## src/verilog/stc_pkg.sv

```systemverilog
// package: register map, control layout and constants of the timer
package stc_pkg;

	// ==========================================================
	// bus geometry
	localparam int unsigned STC_ADDR_W = 8;
	localparam int unsigned STC_DATA_W = 32;

	// ==========================================================
	// register byte offsets
	localparam logic [7:0] OFF_COUNT_LOW = 8'h00;
	localparam logic [7:0] OFF_COUNT_HIGH = 8'h04;
	localparam logic [7:0] OFF_TIMER_CONTROL = 8'h08;
	localparam logic [7:0] OFF_IRQ_FLAG = 8'h0c;
	localparam logic [7:0] OFF_IRQ_ENABLE = 8'h10;
	localparam logic [7:0] OFF_COMPANION_CONTROL = 8'h14;

	// ==========================================================
	// field positions
	localparam int unsigned BIT_OVERFLOW = 1;
	localparam int unsigned BIT_AUX_OSC_EN = 3;

	// ==========================================================
	// reset values and constants
	localparam logic [7:0] RST_BYTE = 8'h00;
	localparam logic [15:0] RST_COUNT = 16'h0000;
	localparam logic [15:0] COUNT_MAX = 16'hffff;
	localparam logic [3:0] MODE_SPECIAL_EVENT = 4'hb;
	localparam int unsigned INSTR_DIV = 4;
	localparam int unsigned PRESCALE_W = 3;

	// ==========================================================
	// timer control register layout, bit 7 first
	typedef struct packed {
		logic wide_access_enable;
		logic time_base_select_hi;
		logic [1:0] input_prescale_field;
		logic time_base_select_lo;
		logic external_sync_bit;
		logic clock_source_select;
		logic counting_on_bit;
	} stc_ctrl_type;

	localparam stc_ctrl_type RST_CTRL = stc_ctrl_type'(RST_BYTE);

	// ==========================================================
	// pin group of the shared oscillator pins
	typedef struct packed {
		logic [1:0] oe;
		logic [1:0] rd;
	} stc_pins_type;

endpackage

```

## src/verilog/stc_sync.sv

```systemverilog
// two-flop synchroniser for pin inputs
`timescale 1ns/100ps
module stc_sync
	import stc_pkg::*;
#(
	parameter int unsigned WIDTH = 4
)
(
	input wire logic pclk,
	input wire logic presetn,
	input wire logic [WIDTH-1:0] async_in,
	output logic [WIDTH-1:0] sync_out
);

	logic [WIDTH-1:0] meta_ff;
	logic [WIDTH-1:0] sync_ff;

	// ==========================================================
	// first stage feeds only the second
	always_ff @(posedge pclk or negedge presetn)
	begin
		if (!presetn)
		begin
			meta_ff <= '0;
			sync_ff <= '0;
		end
		else
		begin
			meta_ff <= async_in;
			sync_ff <= meta_ff;
		end
	end

	assign sync_out = sync_ff;

endmodule // stc_sync

```

## src/verilog/stc_prescaler.sv

```systemverilog
// input prescaler: divides count ticks by 1, 2, 4 or 8
`timescale 1ns/100ps
module stc_prescaler
	import stc_pkg::*;
#(
	parameter int unsigned CNT_W = PRESCALE_W
)
(
	input wire logic pclk,
	input wire logic presetn,
	input wire logic clear,
	input wire logic in_tick,
	input wire logic [1:0] ratio,
	output logic out_tick
);

	logic [CNT_W-1:0] cnt_ff;
	logic [CNT_W-1:0] mask;

	assign mask = CNT_W'((1 << ratio) - 1);
	assign out_tick = in_tick && ((cnt_ff & mask) == mask) && !clear;

	// ==========================================================
	// prescale counter
	always_ff @(posedge pclk or negedge presetn)
	begin
		if (!presetn)
			cnt_ff <= '0;
		else if (clear)
			cnt_ff <= '0;
		else if (in_tick)
			cnt_ff <= cnt_ff + CNT_W'(1);
	end

endmodule // stc_prescaler

```

## src/verilog/stc_timer.sv

```systemverilog
// 16-bit timer/counter with apb register access
//
// Implementation choices: the register addresses and the APB slave port.
`timescale 1ns/100ps

module stc_timer
	import stc_pkg::*;
(
	input wire logic pclk,
	input wire logic presetn,
	input wire logic psel,
	input wire logic penable,
	input wire logic pwrite,
	input wire logic [STC_ADDR_W-1:0] paddr,
	input wire logic [STC_DATA_W-1:0] pwdata,
	output logic [STC_DATA_W-1:0] prdata,
	output logic pready,
	output logic pslverr,
	input wire logic ext_clk_pin,
	input wire logic aux_osc_clk,
	input wire logic [1:0] port_pin_in,
	input wire logic [1:0] port_dir_out,
	output logic [1:0] port_pin_oe,
	output logic [1:0] port_read,
	input wire logic [3:0] compare_mode,
	input wire logic compare_match,
	input wire logic adc_enable,
	output logic adc_start,
	output logic [1:0] time_base_select,
	output logic irq
);

	// ==========================================================
	// declarations
	stc_ctrl_type ctrl_ff;
	logic [7:0] companion_ff;
	logic [15:0] count_ff;
	logic [15:0] nxt_count;
	logic [7:0] high_buf_ff;
	logic [7:0] irq_flag_ff;
	logic [7:0] irq_enable_ff;
	logic [STC_DATA_W-1:0] prdata_ff;
	logic pready_ff;
	logic pslverr_ff;
	logic irq_ff;
	logic adc_start_ff;
	logic [1:0] time_base_ff;
	stc_pins_type pins_ff;
	logic [1:0] instr_div_ff;
	logic src_dly_ff;
	logic edge_sync_ff;
	logic [3:0] pin_sync;
	logic aux_en;
	logic src_level;
	logic src_rise;
	logic ext_tick;
	logic instr_tick;
	logic src_tick;
	logic inc_tick;
	logic special_ev;
	logic wrap;
	logic acc;
	logic wr_done;
	logic rd_take;
	logic wr_low;
	logic wr_high;
	logic rd_low;
	logic [7:0] wbyte;
	logic [7:0] rd_byte;
	logic rd_err;

	// ==========================================================
	// apb phases
	assign acc = psel && penable;
	assign wr_done = acc && pready_ff && pwrite;
	assign rd_take = acc && !pready_ff && !pwrite;
	assign wbyte = pwdata[7:0];
	assign wr_low = wr_done && (paddr == OFF_COUNT_LOW);
	assign wr_high = wr_done && (paddr == OFF_COUNT_HIGH);
	assign rd_low = rd_take && (paddr == OFF_COUNT_LOW);

	// ==========================================================
	// pin synchroniser
	stc_sync #(
		.WIDTH(4)
	) u_sync (
		.pclk(pclk),
		.presetn(presetn),
		.async_in({port_pin_in, aux_osc_clk, ext_clk_pin}),
		.sync_out(pin_sync)
	);

	// ==========================================================
	// count source selection
	assign aux_en = companion_ff[BIT_AUX_OSC_EN];
	// oscillator output replaces the external pin when enabled
	assign src_level = aux_en ? pin_sync[1] : pin_sync[0];
	assign src_rise = src_level && !src_dly_ff;
	// sync bit set: raw edge, clear: one extra resync stage
	assign ext_tick = ctrl_ff.external_sync_bit ? src_rise :
		edge_sync_ff;
	assign instr_tick = (instr_div_ff == 2'(INSTR_DIV - 1));
	assign src_tick = ctrl_ff.clock_source_select ? ext_tick :
		instr_tick;

	always_ff @(posedge pclk or negedge presetn)
	begin
		if (!presetn)
		begin
			src_dly_ff <= 1'b0;
			edge_sync_ff <= 1'b0;
		end
		else
		begin
			src_dly_ff <= src_level;
			edge_sync_ff <= src_rise;
		end
	end

	// instruction cycle divider, pclk / 4
	always_ff @(posedge pclk or negedge presetn)
	begin
		if (!presetn)
			instr_div_ff <= 2'b00;
		else
			instr_div_ff <= instr_div_ff + 2'b01;
	end

	// ==========================================================
	// prescaler
	stc_prescaler #(
		.CNT_W(PRESCALE_W)
	) u_prescaler (
		.pclk(pclk),
		.presetn(presetn),
		.clear(wr_low),
		.in_tick(src_tick && ctrl_ff.counting_on_bit),
		.ratio(ctrl_ff.input_prescale_field),
		.out_tick(inc_tick)
	);

	// ==========================================================
	// count register
	assign special_ev = compare_match &&
		(compare_mode == MODE_SPECIAL_EVENT);
	assign wrap = inc_tick && (count_ff == COUNT_MAX);

	always_comb
	begin
		nxt_count = count_ff;
		if (wr_low)
		begin
			nxt_count[7:0] = wbyte;
			// wide mode: live high byte loads from the buffer
			if (ctrl_ff.wide_access_enable)
				nxt_count[15:8] = high_buf_ff;
		end
		else if (wr_high && !ctrl_ff.wide_access_enable)
			nxt_count[15:8] = wbyte;
		else if (special_ev && !wr_high)
			// a write in the same cycle takes precedence
			nxt_count = RST_COUNT;
		else if (inc_tick)
			nxt_count = count_ff + 16'h0001;
	end

	always_ff @(posedge pclk or negedge presetn)
	begin
		if (!presetn)
			count_ff <= RST_COUNT;
		else
			count_ff <= nxt_count;
	end

	// ==========================================================
	// high byte buffer
	always_ff @(posedge pclk or negedge presetn)
	begin
		if (!presetn)
			high_buf_ff <= RST_BYTE;
		else if (wr_high && ctrl_ff.wide_access_enable)
			high_buf_ff <= wbyte;
		else if (rd_low && ctrl_ff.wide_access_enable)
			high_buf_ff <= count_ff[15:8];
	end

	// ==========================================================
	// control registers
	always_ff @(posedge pclk or negedge presetn)
	begin
		if (!presetn)
			ctrl_ff <= RST_CTRL;
		else if (wr_done && (paddr == OFF_TIMER_CONTROL))
			ctrl_ff <= stc_ctrl_type'(wbyte);
	end

	always_ff @(posedge pclk or negedge presetn)
	begin
		if (!presetn)
			companion_ff <= RST_BYTE;
		else if (wr_done && (paddr == OFF_COMPANION_CONTROL))
			companion_ff <= wbyte;
	end

	// ==========================================================
	// interrupt flag and enable
	always_ff @(posedge pclk or negedge presetn)
	begin
		if (!presetn)
			irq_flag_ff <= RST_BYTE;
		else if (wrap)
			// set wins over a coinciding clear
			irq_flag_ff[BIT_OVERFLOW] <= 1'b1;
		else if (wr_done && (paddr == OFF_IRQ_FLAG))
			irq_flag_ff <= irq_flag_ff & ~wbyte;
	end

	always_ff @(posedge pclk or negedge presetn)
	begin
		if (!presetn)
			irq_enable_ff <= RST_BYTE;
		else if (wr_done && (paddr == OFF_IRQ_ENABLE))
			irq_enable_ff <= wbyte;
	end

	always_ff @(posedge pclk or negedge presetn)
	begin
		if (!presetn)
			irq_ff <= 1'b0;
		else
			irq_ff <= irq_flag_ff[BIT_OVERFLOW] &&
				irq_enable_ff[BIT_OVERFLOW];
	end

	// ==========================================================
	// compare side outputs
	always_ff @(posedge pclk or negedge presetn)
	begin
		if (!presetn)
		begin
			adc_start_ff <= 1'b0;
			time_base_ff <= 2'b00;
		end
		else
		begin
			adc_start_ff <= special_ev && adc_enable;
			time_base_ff <= {ctrl_ff.time_base_select_hi,
				ctrl_ff.time_base_select_lo};
		end
	end

	// ==========================================================
	// oscillator pins
	always_ff @(posedge pclk or negedge presetn)
	begin
		if (!presetn)
			pins_ff <= '0;
		else
		begin
			pins_ff.oe <= aux_en ? 2'b00 : port_dir_out;
			pins_ff.rd <= aux_en ? 2'b00 : pin_sync[3:2];
		end
	end

	// ==========================================================
	// read data selection
	always_comb
	begin
		rd_byte = RST_BYTE;
		rd_err = 1'b0;
		unique case (paddr)
			OFF_COUNT_LOW:
				rd_byte = count_ff[7:0];
			OFF_COUNT_HIGH:
				rd_byte = ctrl_ff.wide_access_enable ? high_buf_ff :
					count_ff[15:8];
			OFF_TIMER_CONTROL:
				rd_byte = ctrl_ff;
			OFF_IRQ_FLAG:
				rd_byte = irq_flag_ff;
			OFF_IRQ_ENABLE:
				rd_byte = irq_enable_ff;
			OFF_COMPANION_CONTROL:
				rd_byte = companion_ff;
			default:
				rd_err = 1'b1;
		endcase
	end

	// ==========================================================
	// apb answer: one wait state, then pready
	always_ff @(posedge pclk or negedge presetn)
	begin
		if (!presetn)
		begin
			pready_ff <= 1'b0;
			pslverr_ff <= 1'b0;
			prdata_ff <= '0;
		end
		else if (acc && !pready_ff)
		begin
			pready_ff <= 1'b1;
			pslverr_ff <= rd_err;
			prdata_ff <= pwrite ? '0 : {24'h00_0000, rd_byte};
		end
		else
		begin
			pready_ff <= 1'b0;
			pslverr_ff <= 1'b0;
			prdata_ff <= '0;
		end
	end

	// ==========================================================
	// outputs
	assign prdata = prdata_ff;
	assign pready = pready_ff;
	assign pslverr = pslverr_ff;
	assign port_pin_oe = pins_ff.oe;
	assign port_read = pins_ff.rd;
	assign adc_start = adc_start_ff;
	assign time_base_select = time_base_ff;
	assign irq = irq_ff;

endmodule // stc_timer

```

## config.mk

```make
export PLATFORM = sky130hd
export DESIGN_NAME = stc_timer
export DESIGN_NICKNAME = d
export VERILOG_FILES = /design/src/verilog/stc_pkg.sv /design/src/verilog/stc_sync.sv /design/src/verilog/stc_prescaler.sv /design/src/verilog/stc_timer.sv
export SDC_FILE = /design/constraint.sdc
export NUM_CORES = 1
export LEC_CHECK = 0
export BUFFER_PORTS_ARGS = -buffer_cell sky130_fd_sc_hd__buf_2
export CAP_MARGIN = 10
export CORE_MARGIN = 4
export CORE_UTILIZATION = 35
export CTS_CLUSTER_SIZE = 40
export DETAILED_ROUTE_END_ITERATION = 8
export HOLD_SLACK_MARGIN = 0.15
export RECOVER_POWER = 25
export SYNTH_ARGS = -nofsm -noshare
export SYNTH_HDL_FRONTEND = slang
export SYNTH_SLANG_ARGS = --single-unit
```

## constraint.sdc

```tcl
create_clock -name pclk -period 2.2 [get_ports pclk]
set_clock_uncertainty 0.2 [all_clocks]
set_input_delay 0.33 -clock pclk [delete_from_list [all_inputs] [get_ports pclk]]
set_output_delay 0.33 -clock pclk [all_outputs]
set_load 0.02 [all_outputs]
```

==> results.py <==
metrics = {
    "run_status": {
        "status": "finished, final reports clean",
    },
    "floorplanning": {
        "dieWidth_um": 122,
        "die_h_um": 122,
        "core_um2": 12700,
        "initial_core_util_pct": 36.0,
        "die_area_um2": 15000,
        "io_pins": 99,
        "core.rowCount": 41,
    },
    "setup_path": {
        "worstPathMaxFanout": 5,
        "critical_path.startpoint_type": "input port",
        "slowest_stage": "or4_4",
        "crit_path_end_kind": "register",
        "cp_data_arrival_time_ns": 2.23,
        "path_class": "in2reg",
        "crit_chain": "buf_6 > or4_4 > nor3_4 > buf_6 > mux2i_4 > a21bo_4 > and3_4 > o2bb2a_4",
        "crit_required_ns": 2.24,
        "critPathMaxStageDelay_ns": 0.58,
        "crit_path_frequent_cell": "buf_6",
    },
    "yosys": {
        "yosys-top-cells-count": "dfrtp_1 (89), o21ai_0 (35), nand2_1 (34)",
        "ys_ff_latch": 89,
        "ys_seq_area_share_pct": 48.6,
        "syn_area_per_cell_um2": 10.6,
        "yosys_warnings": 0,
        "synthFlopType": "dfrtp_1",
        "synth_top_area_share_pct": 48.6,
        "synthDistinctLibCells": 63,
        "yosysTopAreaCell": "dfrtp_1",
        "synth.top_cells.by_area": "dfrtp_1 (49%), mux2_2 (6.6%), mux2i_1 (4.1%), buf_4 (3.9%), o21ai_0 (3.8%)",
        "yosysMostFrequentCell": "dfrtp_1",
        "synthArstFlopShare_pct": 100,
        "synthCells": 432,
        "synth_edf_count": 0,
        "syn_area_um2": 4580,
    },
    "place": {
        "gp_congestion": 0.910,
        "place_hpwl_um": 9370,
        "place_ws_ns": -0.411,
        "port_buffers": 50,
    },
    "layout": {
        "drive_gt1_share_pct": 36.6,
        "fin_nets": 618,
        "area_delta_synth_final_pct": 34.8,
        "utilization_pct": 48.6,
        "n_antenna_cell": 0,
    },
    "sta": {
        "tns_ns": 0,
        "finalSetupViolations": 0,
        "fin_ws_ns": 0.0165,
        "tightest_slew_ns": 0.785,
        "rsz0062_at_grt": "yes",
        "final-hold-violation-count": 0,
        "fmax_mhz": 458,
        "min_period_ns": 2.18,
        "maxSlewViolCount": 0,
        "timing.final.crit_share_pct": 99.2,
        "slew-limit-headroom_pct": 47.7,
    },
    "cts": {
        "cts_buffers": 9,
        "clkSinkCount": 89,
        "cts_tree": "done",
        "cts.path.max_buffers": 2,
        "root_buffer": "clkbuf_16",
        "cts.clk_slew.worst_paths_ns": 0.07,
        "h-tree-depth": 3,
        "clock_latency_ns": 0.35,
    },
    "power_and_ir_drop": {
        "leakagePower_nw": 2.86,
        "vdd_drop_max_mv": 0.338,
        "power_density_nw_per_um2": 616,
    },
    "grt": {
        "grt_pass1_vias": 3793,
        "antenna_found_initial": 0,
        "grt_pass1_wl_um": 20700,
        "track_usage_pct": 18.2,
        "grt_max_degree": 62,
        "grt-ovfl-total": 0,
    },
    "min_path": {
        "hold_class": "reg2reg",
    },
    "route": {
        "detail_route.wl_per_cell_um": 18.1,
        "drt_wl_total_um": 13300,
        "drc": 0,
        "vias_per_cell": 5.25,
        "drt-pass1-iter-count": 5,
        "drtAntennaViolNets": 0,
        "vias": 3858,
        "drt_iter0_drc": 254,
    },
    "flow_run": {
        "cap_violations": 0,
    },
}
[cell usage in the layout, fill, tap and decap left out, drive strengths merged, types with 4 or more instances in the layout]
| cell | count |
|---|---|
| inv | 14 |
| mux2 | 27 |
| a31oi | 5 |
| buf | 112 |
| nand2 | 34 |
| dlygate4sd3 | 17 |
| clkbuf | 13 |
| o21ai | 35 |
| nor4 | 4 |
| nand3 | 19 |
| nor2 | 25 |
| nand4 | 6 |
| a21boi | 9 |
| a22oi | 13 |
| nor2b | 8 |
| a21oi | 20 |
| o31ai | 4 |
| dfrtp | 89 |
| conb | 24 |
| mux2i | 20 |
| and3 | 4 |
| nor3 | 5 |
| a2bb2oi | 10 |
[worst max-delay path: cells and delay by family]
family	cells	cell delay, ns
simple gates	3	1.00
compound gates	2	0.45
buf+inv	2	0.23
mux	1	0.22
[cell type report]
type | instances | area [µm²]
inverters | 11 | 41.3
multi-input cells | 315 | 2360
repair buffers | 132 | 1010
clock inverters | 6 | 96.3
clock buffers | 10 | 229
fillers | 1181 | 6540
well taps | 172 | 215
flip-flops and latches | 89 | 2230
[state kept, by name, indices dropped and copies added (netlist names), 2 cells and up]
name,cells
u_sync.meta_ff,4
instr_div_ff,2
irq_flag_ff,8
prdata,8
port_read,2
u_sync.sync_out,4
companion_ff,8
time_base_select,2
u_prescaler.cnt_ff,3
count_ff,16
port_pin_oe,2
high_buf_ff,8
irq_enable_ff,8
ctrl_ff,8
[where the power goes]
| part | internal, mW | switching (mW) | total [mW] | leakage, nW |
|---|---|---|---|---|
| logic | 0.158 | 0.228 | 0.386 | 1.53 |
| registers | 1.68 | 0.0398 | 1.72 | 1.18 |
| clock network | 1.01 | 0.687 | 1.70 | 0.156 |
| total | 2.85 | 0.955 | 3.80 | 2.86 |
[logic make-up after synthesis]
family,Yosys count,synth area share (%)
xor+xnor,4,0.764
buf+inv,51,6.60
other cells,1,0.0818
compound gates,114,16.8
flops,89,48.6
fa+ha+maj,3,0.819
mux,49,12.1
simple gates,121,14.2
[per-stage QoR]
stage	instance area, µm²	hold WS, ns	total power [mW]	instances
2_1_floorplan	4740	-0.166	1.96	455
3_3_place_gp	5410	0.0923	2.09	696
3_5_place_dp	5410	0.0894	2.10	696
4_1_cts	5980	0.150	3.82	731
5_1_grt	6180	0.162	3.94	735
6_report	6180	0.150	3.80	735
[per-layer routing]
layer | vias up | global-route usage [%] | wire (µm)
met5 | - | 0 | 0
met1 | 1908 | 25.5 | 6040
met4 | 0 | 7.63 | 393
met2 | 140 | 27.7 | 6020
met3 | 23 | 3.32 | 865
li1 | 1787 | - | -
[timing repair]
item | in CTS | in global routing
setup endpoints to repair | 20 | 33
resized for setup | 8 | 42
pin swaps | 5 | 9
endpoints found under the hold margin | 107 | 0
buffers inserted | 2 | 3
hold buffers | 17 | 0
gates cloned | 0 | 1
[worst paths after layout]
check	from	to	slack (ns)	cells past startpoint
max	paddr[6]	count_ff[6]	0.02	8
min	u_sync.meta_ff[3]	u_sync.sync_out[3]	0.15	0
max reg2reg	pready	count_ff[6]	0.04	8
min reg2reg	u_sync.meta_ff[3]	u_sync.sync_out[3]	0.15	0
max in group asynchronous	presetn	high_buf_ff[6]	0.61	3
min in group asynchronous	presetn	u_prescaler.cnt_ff[2]	0.40	2
No activity file was read; power rests on OpenSTA's default activity.
